==> src/logic/flash_cmd_regs.vh <==
// Register map, field positions, command codes and reset values
// Assumes a 32-bit AXI4-Lite slave with one register per aligned word
`ifndef FLASH_CMD_REGS_VH
`define FLASH_CMD_REGS_VH

// ----------------------------------------
// Byte offsets
// ----------------------------------------
`define OFF_FLASH_STATUS    8'h00
`define OFF_FLASH_COMMAND   8'h04
`define OFF_FLASH_CLOCK_DIV 8'h08
`define OFF_TARGET_ADDR     8'h0c
`define OFF_PROTECT         8'h10
`define OFF_IRQ_STATUS      8'h14
`define OFF_IRQ_MASK        8'h18

// ----------------------------------------
// Status field positions
// ----------------------------------------
`define BIT_CBEF   7
`define BIT_CCF    6
`define BIT_PVIOL  5
`define BIT_ACCERR 4
`define BIT_BLANK  2

// Protect register: bit 16 enable, 15:0 lowest protected address
`define BIT_PROT_EN 16

// Interrupt status bits
`define IRQ_DONE   0
`define IRQ_PVIOL  1
`define IRQ_ACCERR 2

// ----------------------------------------
// Command codes
// ----------------------------------------
`define CMD_BLANK       8'h05
`define CMD_BYTE_PROG   8'h20
`define CMD_BURST_PROG  8'h25
`define CMD_SECT_ERASE  8'h40
`define CMD_MASS_ERASE  8'h41
`define CMD_ERASE_ABORT 8'h47

// ----------------------------------------
// Reset values and bus answers
// ----------------------------------------
`define RST_COMMAND   8'h00
`define RST_CLOCK_DIV 8'h00
`define RST_ADDR      16'h0000
`define RST_PROT_BASE 16'hffff
`define RST_IRQ_MASK  3'h0
`define RESP_OKAY     2'h0
`define RESP_SLVERR   2'h2

`endif

==> src/logic/flash_eeprom_command_status.v <==
// Command launch and status logic of a flash and EEPROM controller
// Assumes an array engine that takes a start pulse and answers with done
// Contract
// - Writing one to buffer-empty launches; a buffered burst moving to array frees it
// - Only burst programs are buffered; buffer-empty reads zero while buffer full
// - Complete flag set when buffer empty and idle; cleared on launch
// - Software writes to the complete flag are ignored
// - Program or erase hitting protected area sets violation flag, command dropped
// - Violation flag clears only by writing one to it
// - Wrong command write sequence sets access error and drops command
// - Program or erase before clock divider written sets access error
// - Entering stop mode while a command runs sets access error
// - Access error clears by writing one; writing zero does nothing
// - Blank check end sets blank flag only if whole array erased
// - Blank flag cleared by a valid launch; software writes ignored
// - Six command codes accepted: 05, 20, 25, 40, 41, 47
// - Any other command code raises access error
// - Code 47 aborts a sector erase in progress
`include "flash_cmd_regs.vh"
`timescale 1ns/1ps
`default_nettype none

module flash_eeprom_command_status (
	input  wire        ref_clk,
	input  wire        reset,
	input  wire        ce,
	input  wire [7:0]  s_axi_awaddr,
	input  wire        s_axi_awvalid,
	output reg         s_axi_awready,
	input  wire [31:0] s_axi_wdata,
	input  wire [3:0]  s_axi_wstrb,
	input  wire        s_axi_wvalid,
	output reg         s_axi_wready,
	output reg  [1:0]  s_axi_bresp,
	output reg         s_axi_bvalid,
	input  wire        s_axi_bready,
	input  wire [7:0]  s_axi_araddr,
	input  wire        s_axi_arvalid,
	output reg         s_axi_arready,
	output reg  [31:0] s_axi_rdata,
	output reg  [1:0]  s_axi_rresp,
	output reg         s_axi_rvalid,
	input  wire        s_axi_rready,
	input  wire        stop_mode,
	input  wire        array_done,
	input  wire        array_blank,
	output reg         array_start,
	output reg  [7:0]  array_cmd,
	output reg  [15:0] array_addr,
	output reg         array_abort,
	output reg         irq
);

	// ----------------------------------------
	// Decode helpers
	// ----------------------------------------
	function legal_cmd;
		input [7:0] c;
		begin
			legal_cmd = (c == `CMD_BLANK) || (c == `CMD_BYTE_PROG) ||
				(c == `CMD_BURST_PROG) || (c == `CMD_SECT_ERASE) ||
				(c == `CMD_MASS_ERASE) || (c == `CMD_ERASE_ABORT);
		end
	endfunction

	function prog_erase;
		input [7:0] c;
		begin
			prog_erase = (c == `CMD_BYTE_PROG) || (c == `CMD_BURST_PROG) ||
				(c == `CMD_SECT_ERASE) || (c == `CMD_MASS_ERASE);
		end
	endfunction

	// ----------------------------------------
	// State
	// ----------------------------------------
	reg [7:0]  aw_addr_reg;
	reg        aw_held_reg;
	reg [31:0] w_data_reg;
	reg [3:0]  w_strb_reg;
	reg        w_held_reg;
	reg [7:0]  command_reg;
	reg [7:0]  clock_div_reg;
	reg        div_written_reg;
	reg [15:0] target_addr_reg;
	reg [15:0] prot_base_reg;
	reg        prot_en_reg;
	reg        cmd_loaded_reg;
	reg        busy_reg;
	reg [7:0]  cur_cmd_reg;
	reg        buf_full_reg;
	reg [15:0] buf_addr_reg;
	reg        ccf_reg;
	reg        pviol_reg;
	reg        accerr_reg;
	reg        blank_reg;
	reg [2:0]  irq_status_reg;
	reg [2:0]  irq_mask_reg;

	wire [7:0] status_val = {~buf_full_reg, ccf_reg, pviol_reg, accerr_reg,
		1'b0, blank_reg, 2'b00};

	// ----------------------------------------
	// Write decode
	// ----------------------------------------
	wire wr_go   = aw_held_reg & w_held_reg & ~s_axi_bvalid;
	wire wr_stat = wr_go & (aw_addr_reg == `OFF_FLASH_STATUS) & w_strb_reg[0];
	wire wr_cmd  = wr_go & (aw_addr_reg == `OFF_FLASH_COMMAND) & w_strb_reg[0];
	wire wr_div  = wr_go & (aw_addr_reg == `OFF_FLASH_CLOCK_DIV) & w_strb_reg[0];
	wire wr_addr = wr_go & (aw_addr_reg == `OFF_TARGET_ADDR);
	wire wr_prot = wr_go & (aw_addr_reg == `OFF_PROTECT);
	wire wr_mask = wr_go & (aw_addr_reg == `OFF_IRQ_MASK) & w_strb_reg[0];
	wire wr_map  = (aw_addr_reg == `OFF_FLASH_STATUS) |
		(aw_addr_reg == `OFF_FLASH_COMMAND) |
		(aw_addr_reg == `OFF_FLASH_CLOCK_DIV) |
		(aw_addr_reg == `OFF_TARGET_ADDR) | (aw_addr_reg == `OFF_PROTECT) |
		(aw_addr_reg == `OFF_IRQ_STATUS) | (aw_addr_reg == `OFF_IRQ_MASK);

	// ----------------------------------------
	// Launch qualification
	// ----------------------------------------
	// one written to a set buffer-empty bit
	wire launch = wr_stat & w_data_reg[`BIT_CBEF] & ~buf_full_reg;
	wire is_abort = (command_reg == `CMD_ERASE_ABORT);
	wire is_burst = (command_reg == `CMD_BURST_PROG);
	// only a burst behind a running burst may queue
	wire can_queue = is_burst & (cur_cmd_reg == `CMD_BURST_PROG);
	// sequence broken, also launch over pending errors
	wire seq_err = ~cmd_loaded_reg | pviol_reg | accerr_reg |
		(busy_reg & ~can_queue & ~is_abort);
	wire code_err = ~legal_cmd(command_reg);
	wire div_err = prog_erase(command_reg) & ~div_written_reg;
	wire acc_hit = launch & (seq_err | code_err | div_err);
	wire prot_hit = launch & ~acc_hit & prot_en_reg & prog_erase(command_reg) &
		((command_reg == `CMD_MASS_ERASE) | (target_addr_reg >= prot_base_reg));
	wire launch_ok = launch & ~acc_hit & ~prot_hit;
	wire stop_hit = stop_mode & busy_reg;
	wire done_ev = busy_reg & array_done & ~stop_hit;
	wire ccf_set = ~ccf_reg & ~busy_reg & ~buf_full_reg & ~launch_ok;
	wire rd_irq = s_axi_arvalid & s_axi_arready & (s_axi_araddr == `OFF_IRQ_STATUS);

	// ----------------------------------------
	// Bus handshakes
	// ----------------------------------------
	always @(posedge ref_clk or posedge reset) begin
		if (reset) begin
			s_axi_awready <= 1'b0;
			s_axi_wready  <= 1'b0;
			s_axi_bvalid  <= 1'b0;
			s_axi_bresp   <= `RESP_OKAY;
			aw_held_reg   <= 1'b0;
			w_held_reg    <= 1'b0;
			aw_addr_reg   <= 8'h00;
			w_data_reg    <= 32'h0000_0000;
			w_strb_reg    <= 4'h0;
			s_axi_arready <= 1'b0;
			s_axi_rvalid  <= 1'b0;
			s_axi_rdata   <= 32'h0000_0000;
			s_axi_rresp   <= `RESP_OKAY;
		end else if (ce) begin
			s_axi_awready <= ~aw_held_reg & ~(s_axi_awvalid & s_axi_awready);
			s_axi_wready  <= ~w_held_reg & ~(s_axi_wvalid & s_axi_wready);
			if (s_axi_awvalid & s_axi_awready) begin
				aw_held_reg <= 1'b1;
				aw_addr_reg <= s_axi_awaddr;
			end
			if (s_axi_wvalid & s_axi_wready) begin
				w_held_reg <= 1'b1;
				w_data_reg <= s_axi_wdata;
				w_strb_reg <= s_axi_wstrb;
			end
			if (wr_go) begin
				s_axi_bvalid <= 1'b1;
				s_axi_bresp  <= wr_map ? `RESP_OKAY : `RESP_SLVERR;
			end else if (s_axi_bvalid & s_axi_bready) begin
				s_axi_bvalid  <= 1'b0;
				aw_held_reg   <= 1'b0;
				w_held_reg    <= 1'b0;
				s_axi_awready <= 1'b1;
				s_axi_wready  <= 1'b1;
			end
			s_axi_arready <= ~s_axi_rvalid & ~(s_axi_arvalid & s_axi_arready);
			if (s_axi_arvalid & s_axi_arready) begin
				s_axi_rvalid <= 1'b1;
				s_axi_rresp  <= `RESP_OKAY;
				case (s_axi_araddr)
					`OFF_FLASH_STATUS: s_axi_rdata <= {24'h000000, status_val};
					`OFF_FLASH_COMMAND: s_axi_rdata <= {24'h000000, command_reg};
					`OFF_FLASH_CLOCK_DIV: s_axi_rdata <= {24'h000000, clock_div_reg};
					`OFF_TARGET_ADDR: s_axi_rdata <= {16'h0000, target_addr_reg};
					`OFF_PROTECT: s_axi_rdata <= {15'h0000, prot_en_reg, prot_base_reg};
					`OFF_IRQ_STATUS: s_axi_rdata <= {29'h00000000, irq_status_reg};
					`OFF_IRQ_MASK: s_axi_rdata <= {29'h00000000, irq_mask_reg};
					default: begin
						s_axi_rdata <= 32'h0000_0000;
						s_axi_rresp <= `RESP_SLVERR;
					end
				endcase
			end else if (s_axi_rvalid & s_axi_rready) begin
				s_axi_rvalid <= 1'b0;
			end
		end
	end

	// ----------------------------------------
	// Control registers
	// ----------------------------------------
	always @(posedge ref_clk or posedge reset) begin
		if (reset) begin
			command_reg     <= `RST_COMMAND;
			clock_div_reg   <= `RST_CLOCK_DIV;
			div_written_reg <= 1'b0;
			target_addr_reg <= `RST_ADDR;
			prot_base_reg   <= `RST_PROT_BASE;
			prot_en_reg     <= 1'b0;
			irq_mask_reg    <= `RST_IRQ_MASK;
			cmd_loaded_reg  <= 1'b0;
		end else if (ce) begin
			if (wr_cmd)
				command_reg <= w_data_reg[7:0];
			if (wr_div) begin
				clock_div_reg   <= w_data_reg[7:0];
				div_written_reg <= 1'b1;
			end
			if (wr_addr & w_strb_reg[0])
				target_addr_reg[7:0] <= w_data_reg[7:0];
			if (wr_addr & w_strb_reg[1])
				target_addr_reg[15:8] <= w_data_reg[15:8];
			if (wr_prot & w_strb_reg[0])
				prot_base_reg[7:0] <= w_data_reg[7:0];
			if (wr_prot & w_strb_reg[1])
				prot_base_reg[15:8] <= w_data_reg[15:8];
			if (wr_prot & w_strb_reg[2])
				prot_en_reg <= w_data_reg[`BIT_PROT_EN];
			if (wr_mask)
				irq_mask_reg <= w_data_reg[2:0];
			// each launch consumes the loaded command
			if (wr_cmd)
				cmd_loaded_reg <= 1'b1;
			else if (launch)
				cmd_loaded_reg <= 1'b0;
		end
	end

	// ----------------------------------------
	// Command engine and status flags
	// ----------------------------------------
	// Error flags use set-wins so no event is lost to a clear
	always @(posedge ref_clk or posedge reset) begin
		if (reset) begin
			busy_reg       <= 1'b0;
			cur_cmd_reg    <= 8'h00;
			buf_full_reg   <= 1'b0;
			buf_addr_reg   <= 16'h0000;
			ccf_reg        <= 1'b1;
			pviol_reg      <= 1'b0;
			accerr_reg     <= 1'b0;
			blank_reg      <= 1'b0;
			array_start    <= 1'b0;
			array_cmd      <= 8'h00;
			array_addr     <= 16'h0000;
			array_abort    <= 1'b0;
			irq_status_reg <= 3'h0;
			irq            <= 1'b0;
		end else if (ce) begin
			array_start <= 1'b0;
			array_abort <= 1'b0;
			if (stop_hit) begin
				// run is cut short, queue dropped
				busy_reg     <= 1'b0;
				buf_full_reg <= 1'b0;
				array_abort  <= 1'b1;
			end else if (launch_ok & is_abort) begin
				// abort only touches a running sector erase
				// A done in the same cycle must still end the run
				if (done_ev)
					busy_reg <= 1'b0;
				else if (busy_reg & (cur_cmd_reg == `CMD_SECT_ERASE))
					array_abort <= 1'b1;
			end else if (launch_ok & busy_reg & ~done_ev) begin
				buf_full_reg <= 1'b1;
				buf_addr_reg <= target_addr_reg;
			end else if (launch_ok) begin
				busy_reg    <= 1'b1;
				cur_cmd_reg <= command_reg;
				array_start <= 1'b1;
				array_cmd   <= command_reg;
				array_addr  <= target_addr_reg;
			end else if (done_ev & buf_full_reg) begin
				buf_full_reg <= 1'b0;
				array_start  <= 1'b1;
				array_cmd    <= `CMD_BURST_PROG;
				array_addr   <= buf_addr_reg;
			end else if (done_ev) begin
				busy_reg <= 1'b0;
			end
			// complete when idle and empty, cleared on launch
			// status writes never reach this flag
			if (launch_ok)
				ccf_reg <= 1'b0;
			else if (ccf_set)
				ccf_reg <= 1'b1;
			pviol_reg <= prot_hit |
				(pviol_reg & ~(wr_stat & w_data_reg[`BIT_PVIOL]));
			accerr_reg <= acc_hit | stop_hit |
				(accerr_reg & ~(wr_stat & w_data_reg[`BIT_ACCERR]));
			if (launch_ok)
				blank_reg <= 1'b0;
			// set only by an erased array at blank check end
			else if (done_ev & (cur_cmd_reg == `CMD_BLANK))
				blank_reg <= array_blank;
			// Read clears, new events win over the clear
			irq_status_reg <= (irq_status_reg & {3{~rd_irq}}) |
				{acc_hit | stop_hit, prot_hit, ccf_set};
			irq <= |(irq_status_reg & irq_mask_reg);
		end
	end

endmodule

`default_nettype wire
==> config.mk <==
export PLATFORM = sky130hd
export DESIGN_NAME = flash_eeprom_command_status
export DESIGN_NICKNAME = d
export VERILOG_FILES = /design/src/logic/flash_eeprom_command_status.v
export VERILOG_INCLUDE_DIRS = /design/src /design/src/logic
export SDC_FILE = /design/constraint.sdc
export NUM_CORES = 1
export LEC_CHECK = 0
export BUFFER_PORTS_ARGS = -buffer_cell sky130_fd_sc_hd__clkbuf_2
export CAP_MARGIN = 20
export CORE_MARGIN = 4
export CORE_UTILIZATION = 26
export CTS_BUF_LIST = sky130_fd_sc_hd__clkbuf_4 sky130_fd_sc_hd__clkbuf_8
export DETAILED_ROUTE_END_ITERATION = 8
export HOLD_SLACK_MARGIN = 0.05
export PLACE_DENSITY = 0.47
export SLEW_MARGIN = 25
export SYNTH_ARGS = -nofsm -noshare
export SYNTH_HDL_FRONTEND = slang
export SYNTH_SLANG_ARGS = --single-unit
==> constraint.sdc <==
create_clock -name ref_clk -period 5.9 [get_ports ref_clk]
set_clock_uncertainty 0.2 [all_clocks]
set_input_delay 0.59 -clock ref_clk [delete_from_list [all_inputs] [get_ports ref_clk]]
set_output_delay 0.59 -clock ref_clk [all_outputs]
set_load 0.03 [all_outputs]
Word-level counts from Yosys, hierarchy flattened

Index checks and enable logic that the tools add are counted.

Mux-type cells: 47
Bitwise operators: 97
$lt $le $gt $ge: 1
Equal/unequal tests: 25
Reductions and logical operators: 41

Operator list:

| kind                                           | count |
|---|---|
| one-hot mux 17 bit (7 select lines)            | 1 |
| AND 1 bit                                      | 54 |
| == test 8 x 5 -> 1 bit (second input constant) | 6 |
| two-way mux 1 bit                              | 40 |
| AND reduction 2 bit                            | 17 |
| == test 8 x 3 -> 1 bit (second input constant) | 4 |
| == test 8 x 4 -> 1 bit (second input constant) | 4 |
| == test 8 x 7 -> 1 bit (second input constant) | 4 |
| two-way mux 16 bit                             | 2 |
| inverter 1 bit                                 | 25 |
| == test 8 x 6 -> 1 bit (second input constant) | 3 |
| >= comparator 16 bit                           | 1 |
| zero test 8 bit                                | 2 |
| two-way mux 8 bit                              | 2 |
| bitwise OR 1 bit                               | 15 |
| nonzero test 2 bit                             | 6 |
| AND reduction 5 bit                            | 2 |
| logical OR 1 bit                               | 8 |
| AND reduction 4 bit                            | 2 |
| OR reduction 7 bit                             | 1 |
| AND 3 bit                                      | 2 |
| two-way mux 2 bit                              | 2 |
| != test 4 bit (second input constant)          | 1 |
| != test 3 x 1 -> 1 bit (second input constant) | 1 |
| other kinds (6)                                | 6 |

Bits of input ports: 63
Output and inout port bits: 68
Bits in registers: 185
Logic and storage cells: 248

Logic depth before layout (Yosys ltp)

Depth after elaboration: 22
Mapped depth: 11
Mapped depth without buffers: 9

Worst setup path before layout

No wires, ideal clock.

Path type: register to register
Start point: register prot_base_reg[1]
End point: register array_addr[0]
Cell stages (with the launch flop): 11
Clock period less this slack: 3,120 ps
Path slack: 2,780 ps
Buffers on the path: 1
Data arrival time: 2,795 ps
Required time: 5,575 ps
Path through: dfstp_2 -> inv_1 -> ha_1 -> o211ai_1 -> a21oi_1 -> o41ai_1 -> a211oi_1 -> nor4b_4 -> buf_4 -> mux2_2 -> mux2_2

Longest elaborated chain between the ends: 9

Ends and longest elaborated chain:

| what                                 | RTL line                          | text |
|---|---|---|
| start: declaration                   | flash_eeprom_command_status.v:86  | `reg [15:0] prot_base_reg;` |
| start signal: assignment             | flash_eeprom_command_status.v:214 | `` prot_base_reg <= `RST_PROT_BASE; `` |
| start signal: assignment             | flash_eeprom_command_status.v:230 | `prot_base_reg[7:0] <= w_data_reg[7:0];` |
| >= comparator 16 bit (*)             | flash_eeprom_command_status.v:135 | `` ((command_reg == `CMD_MASS_ERASE) \| (target_addr_reg >= prot_base_reg)); `` |
| bitwise OR 1 bit (*)                 | flash_eeprom_command_status.v:135 |  |
| AND 1 bit (*)                        | flash_eeprom_command_status.v:134 | `wire prot_hit = launch & ~acc_hit & prot_en_reg & prog_erase(command_reg) &` |
| inverter 1 bit (*)                   | flash_eeprom_command_status.v:136 | `wire launch_ok = launch & ~acc_hit & ~prot_hit;` |
| AND 1 bit (*)                        | flash_eeprom_command_status.v:136 |  |
| AND 1 bit (2 in a row)               | flash_eeprom_command_status.v:280 | `end else if (launch_ok & busy_reg & ~done_ev) begin` |
| inverter 1 bit (no source line)      | --                                |  |
| AND reduction 5 bit (no source line) | --                                |  |
| end signal: assignment               | flash_eeprom_command_status.v:288 | `array_addr <= target_addr_reg;` |
| end signal: assignment               | flash_eeprom_command_status.v:293 | `array_addr <= buf_addr_reg;` |
| end: declaration                     | flash_eeprom_command_status.v:49  | `output reg [15:0] array_addr,` |

Every way passes the cells marked *; elsewhere a longest branch is shown, timed or not.
A chain may end at the register's enable or synchronous reset.

Worst setup path in the final report

Start point: register prot_base_reg[1]
End point: register cur_cmd_reg[5]

Longest elaborated chain between the ends: 9

Ends and longest elaborated chain:

| what                                     | RTL line                          | text |
|---|---|---|
| >= comparator 16 bit (*)                 | flash_eeprom_command_status.v:135 |  |
| bitwise OR 1 bit (*)                     | flash_eeprom_command_status.v:135 |  |
| AND 1 bit (*)                            | flash_eeprom_command_status.v:134 |  |
| inverter 1 bit (*)                       | flash_eeprom_command_status.v:136 |  |
| AND 1 bit (*)                            | flash_eeprom_command_status.v:136 |  |
| AND 1 bit (2 in a row)                   | flash_eeprom_command_status.v:280 |  |
| inverter 1 bit (no source line)          | --                                |  |
| AND reduction 5 bit (no source line) (*) | --                                |  |
| end signal: assignment                   | flash_eeprom_command_status.v:285 | `cur_cmd_reg <= command_reg;` |
| end: declaration                         | flash_eeprom_command_status.v:90  | `reg [7:0] cur_cmd_reg;` |

Marks and branches as above.

==> results.py <==
metrics = {
    "power": {
        "p_comb_share_pct": 15.3,
        "p_leak_nw": 4.37,
        "sequentialPowerShare_pct": 54.3,
        "p_sw_share_pct": 33.0,
        "ir_drop_mv": 0.162,
        "clock_power_share_pct": 30.4,
        "power.switching_mw": 0.885,
        "power_density_nw_per_um2": 294,
        "internal_power_mw": 1.80,
    },
    "drt": {
        "drt_wl_total_mm": 20.7,
        "met3WireLength_mm": 1.32,
        "first_iter_violations": 321,
        "wl_per_cell_um": 18.2,
        "wl_met1_mm": 9.84,
        "viasPerCell": 4.66,
        "dr_total_vias": 5314,
        "ant_nets": 0,
        "met2_length_mm": 9.43,
        "highest_layer": "met4",
        "route.detailed.drc": 0,
        "drtPass1Iterations": 6,
    },
    "die": {
        "io-pin-count": 131,
        "die_height_um": 182,
        "rows": 63,
        "die-area_um2": 33000,
        "start_util_pct": 26.4,
        "fp.dieW_um": 182,
        "coreArea_um2": 29700,
    },
    "placement": {
        "gp_congestion": 0.753,
        "portBuffers": 97,
        "placed_cell_area_um2": 8720,
        "dp.final_hpwl_mm": 14.4,
    },
    "worst_setup_path": {
        "crit_family": "compound AO/OA/AOI/OAI gates",
        "cp.required_ns": 6.06,
        "cp.arrival_ns": 4.00,
        "path_buf_inv": 1,
        "ff2ff_path_depth": 9,
        "critPathLaunchType": "flop",
        "rr_startpoint": "prot_base_reg[1]$_DFFE_PP1P_",
        "rr_endpoint": "cur_cmd_reg[5]$_DFFE_PP0P_",
        "end_kind": "flop",
        "cpMostUsedCell": "a21oi_1",
        "r2r_slack_ns": 2.06,
        "slowest_delay_ns": 0.77,
        "worst-path-max-fanout": 9,
        "cpMaxStageDelayCell": "nor4b_2",
        "path_class": "flop to flop",
        "path_cells": "inv_1 -> ha_1 -> o211ai_1 -> a21oi_1 -> o41ai_1 -> a21oi_1 -> o21bai_1 -> nor4b_2 -> mux2_2",
    },
    "clocking": {
        "clock_sinks": 168,
        "htree_levels": 4,
        "cts_root_buf": "clkbuf_8",
        "clkTransAtPathRegs_ns": 0.10,
        "cts_buffers": 17,
        "cts_tree": "built",
        "clock_latency_ns": 0.47,
        "cts.path.max_buffers": 2,
    },
    "global_route": {
        "grt_pass1_wl_mm": 32.7,
        "gr-total-overflow": 0,
        "antenna_found_initial": 0,
        "grt.total_usage_pct": 12.8,
        "grt_max_degree": 73,
        "grt_pass1_vias": 5399,
    },
    "cells_and_area": {
        "postLayoutCoreUtil_pct": 30.7,
        "n_fill_cell": 3128,
        "drive_gt1_share_pct": 40.5,
        "area_delta_synth_final_pct": 16.3,
        "design_area_um2": 9120,
        "nNetsFinal": 817,
        "antenna_cells": 0,
    },
    "synthesis": {
        "synthArstFlopShare_pct": 100,
        "synthFlopType": "dfrtp_1",
        "synth_cell_type_count": 60,
        "synth_cells": 634,
        "yosysWarnings": 0,
        "ys_seq_area_share_pct": 53.9,
        "synth_area_per_cell_um2": 12.4,
        "ys_seq_elements": 168,
        "synth_area_um2": 7840,
        "synth_edf_count": 0,
    },
    "sta": {
        "setup_viol": 0,
        "fin_crit_sh_pct": 65.1,
        "rsz0062_at_grt": "no",
        "finalSetupTns_ns": 0,
        "max_freq_mhz": 260,
        "tightestPinTransition_ns": 0.947,
        "hold_viol_final": 0,
        "slew_headroom_pct": 36.9,
        "timing.hold.ws_ns": 0.139,
        "min_period_ns": 3.84,
        "slew_viol_final": 0,
    },
    "flow_run": {
        "drv_cap": 0,
    },
    "min_path": {
        "hold_path_end": "blank_reg$_DFFE_PP0P_",
        "min_path_type": "input pin to flop",
        "worstHoldPathCells": 3,
        "min-delay-start": "array_blank",
    },
    "status": {
        "status": "finished, final reports clean",
    },
}
==> per-stage QoR <==
step	std cells	power, mW	setup WS (ns)
after floorplan	650	1.73	0.591
after global placement	1108	1.89	1.90
after detailed placement	1108	1.90	2.16
after CTS	1141	2.73	2.13
after global routing	1141	2.84	1.82
final	1141	2.68	2.06
==> cell type report <==
class	instances	area, um^2	area share, %
clock buffers	17	234	2.57
well taps	390	488	5.35
multi-input cells	417	3350	36.8
inverters	27	106	1.17
repair buffers	107	563	6.17
clock inverters	15	150	1.65
flip-flops and latches	168	4230	46.3
==> worst register-to-register path: cells and delay by family, from the launching register on <==
| family | cells | cell delay [ns] |
|---|---|---|
| flops | 1 | 0.55 |
| simple gates | 1 | 0.77 |
| fa+ha+maj | 1 | 0.26 |
| buf+inv | 1 | 0.04 |
| compound gates | 5 | 1.51 |
| mux | 1 | 0.41 |
==> how the worst max path moves through the flow <==
stage,from,to,slack [ns],depth (start not counted)
floorplan,reset,accerr_reg$_DFFE_PP0P_,0.59,1
global route,prot_base_reg[1]$_DFFE_PP1P_,cur_cmd_reg[5]$_DFFE_PP0P_,1.82,9
global placement,prot_base_reg[1]$_DFFE_PP1P_,buf_addr_reg[9]$_DFFE_PP0P_,1.90,9
detailed placement,prot_base_reg[1]$_DFFE_PP1P_,cur_cmd_reg[2]$_DFFE_PP0P_,2.16,9
finish,prot_base_reg[1]$_DFFE_PP1P_,cur_cmd_reg[5]$_DFFE_PP0P_,2.06,9
CTS,prot_base_reg[1]$_DFFE_PP1P_,cur_cmd_reg[5]$_DFFE_PP0P_,2.13,9
==> cells by family after synthesis <==
logic type,count (synthesis),synth area share (%)
AO/OA/AOI/OAI,97,8.49
XOR/XNOR,1,0.112
adder cells (fa/ha/maj),16,2.55
buffers and inverters,65,4.29
flip-flops,168,53.9
multiplexers,142,20.8
other,1,0.0478
AND/OR/NAND/NOR,144,9.78
==> what timing repair did <==
action | 4_1_cts | 5_1_grt
resized for setup | 0 | 0
endpoints found under the hold margin | 61 | 0
hold buffers | 1 | 0
setup buffers | 0 | 0
setup endpoints to repair | 0 | 0
==> power groups by stage <==
stage | Combinational [mW] | Clock (mW) | Sequential [mW]
2_1_floorplan | 0.283 | 0 | 1.45
5_1_grt | 0.457 | 0.900 | 1.48
3_3_place_gp | 0.410 | 0 | 1.48
6_report | 0.411 | 0.815 | 1.46
3_5_place_dp | 0.416 | 0 | 1.48
4_1_cts | 0.417 | 0.852 | 1.46
==> cell usage after synthesis, types with 2 or more instances <==
master | instances | area, um^2
a211o_1 | 2 | 17.5
a211oi_1 | 3 | 22.5
a21o_1 | 3 | 22.5
a21oi_1 | 19 | 95.1
a221oi_1 | 5 | 43.8
a22o_1 | 9 | 78.8
a22oi_1 | 10 | 75.1
a31oi_1 | 5 | 31.3
a32o_1 | 2 | 20.0
a32oi_1 | 2 | 17.5
a41o_1 | 2 | 20.0
and2_1 | 5 | 31.3
and3_1 | 5 | 31.3
and3b_1 | 2 | 17.5
buf_1 | 4 | 15.0
buf_2 | 2 | 10.0
buf_4 | 19 | 143
clkbuf_1 | 11 | 41.3
dfrtp_1 | 151 | 3780
dfstp_2 | 17 | 447
ha_1 | 16 | 200
inv_1 | 27 | 101
mux2_2 | 128 | 1440
mux2_4 | 10 | 150
mux2i_1 | 4 | 40.0
nand2_1 | 49 | 184
nand2b_1 | 5 | 31.3
nand3_1 | 16 | 80.1
nand4_1 | 5 | 31.3
nand4b_1 | 2 | 17.5
nor2_1 | 20 | 75.1
nor2b_1 | 8 | 50.1
nor3_1 | 8 | 40.0
nor3b_1 | 2 | 15.0
nor4_1 | 6 | 37.5
o21ai_0 | 23 | 115
o41ai_1 | 2 | 17.5
or3_1 | 3 | 18.8
==> layout by cell type (no fill, tap or decap), types with 6 or more instances in the layout <==
cell type | synthesis | routed
ha_1 | 16 | 16
buf_4 | 19 | 9
conb_1 | 1 | 17
mux2_2 | 128 | 128
nand3_1 | 16 | 16
clkbuf_2 | 0 | 97
dfstp_2 | 17 | 17
mux2_4 | 10 | 10
dfrtp_1 | 151 | 151
nor4_1 | 6 | 6
clkbuf_8 | 0 | 17
inv_1 | 27 | 26
a21oi_1 | 19 | 19
a22oi_1 | 10 | 10
nor2b_1 | 8 | 8
o21ai_0 | 23 | 23
nor2_1 | 20 | 20
a22o_1 | 9 | 9
nand2_1 | 49 | 49
==> per-layer routing <==
metal / global-route usage [%] / vias to the layer above
met4: 2.37 / 0
li1: - / 2468
met3: 3.53 / 12
met5: 0 / -
met1: 18.3 / 2687
met2: 19.5 / 147
(Power assumes the default switching activity.)
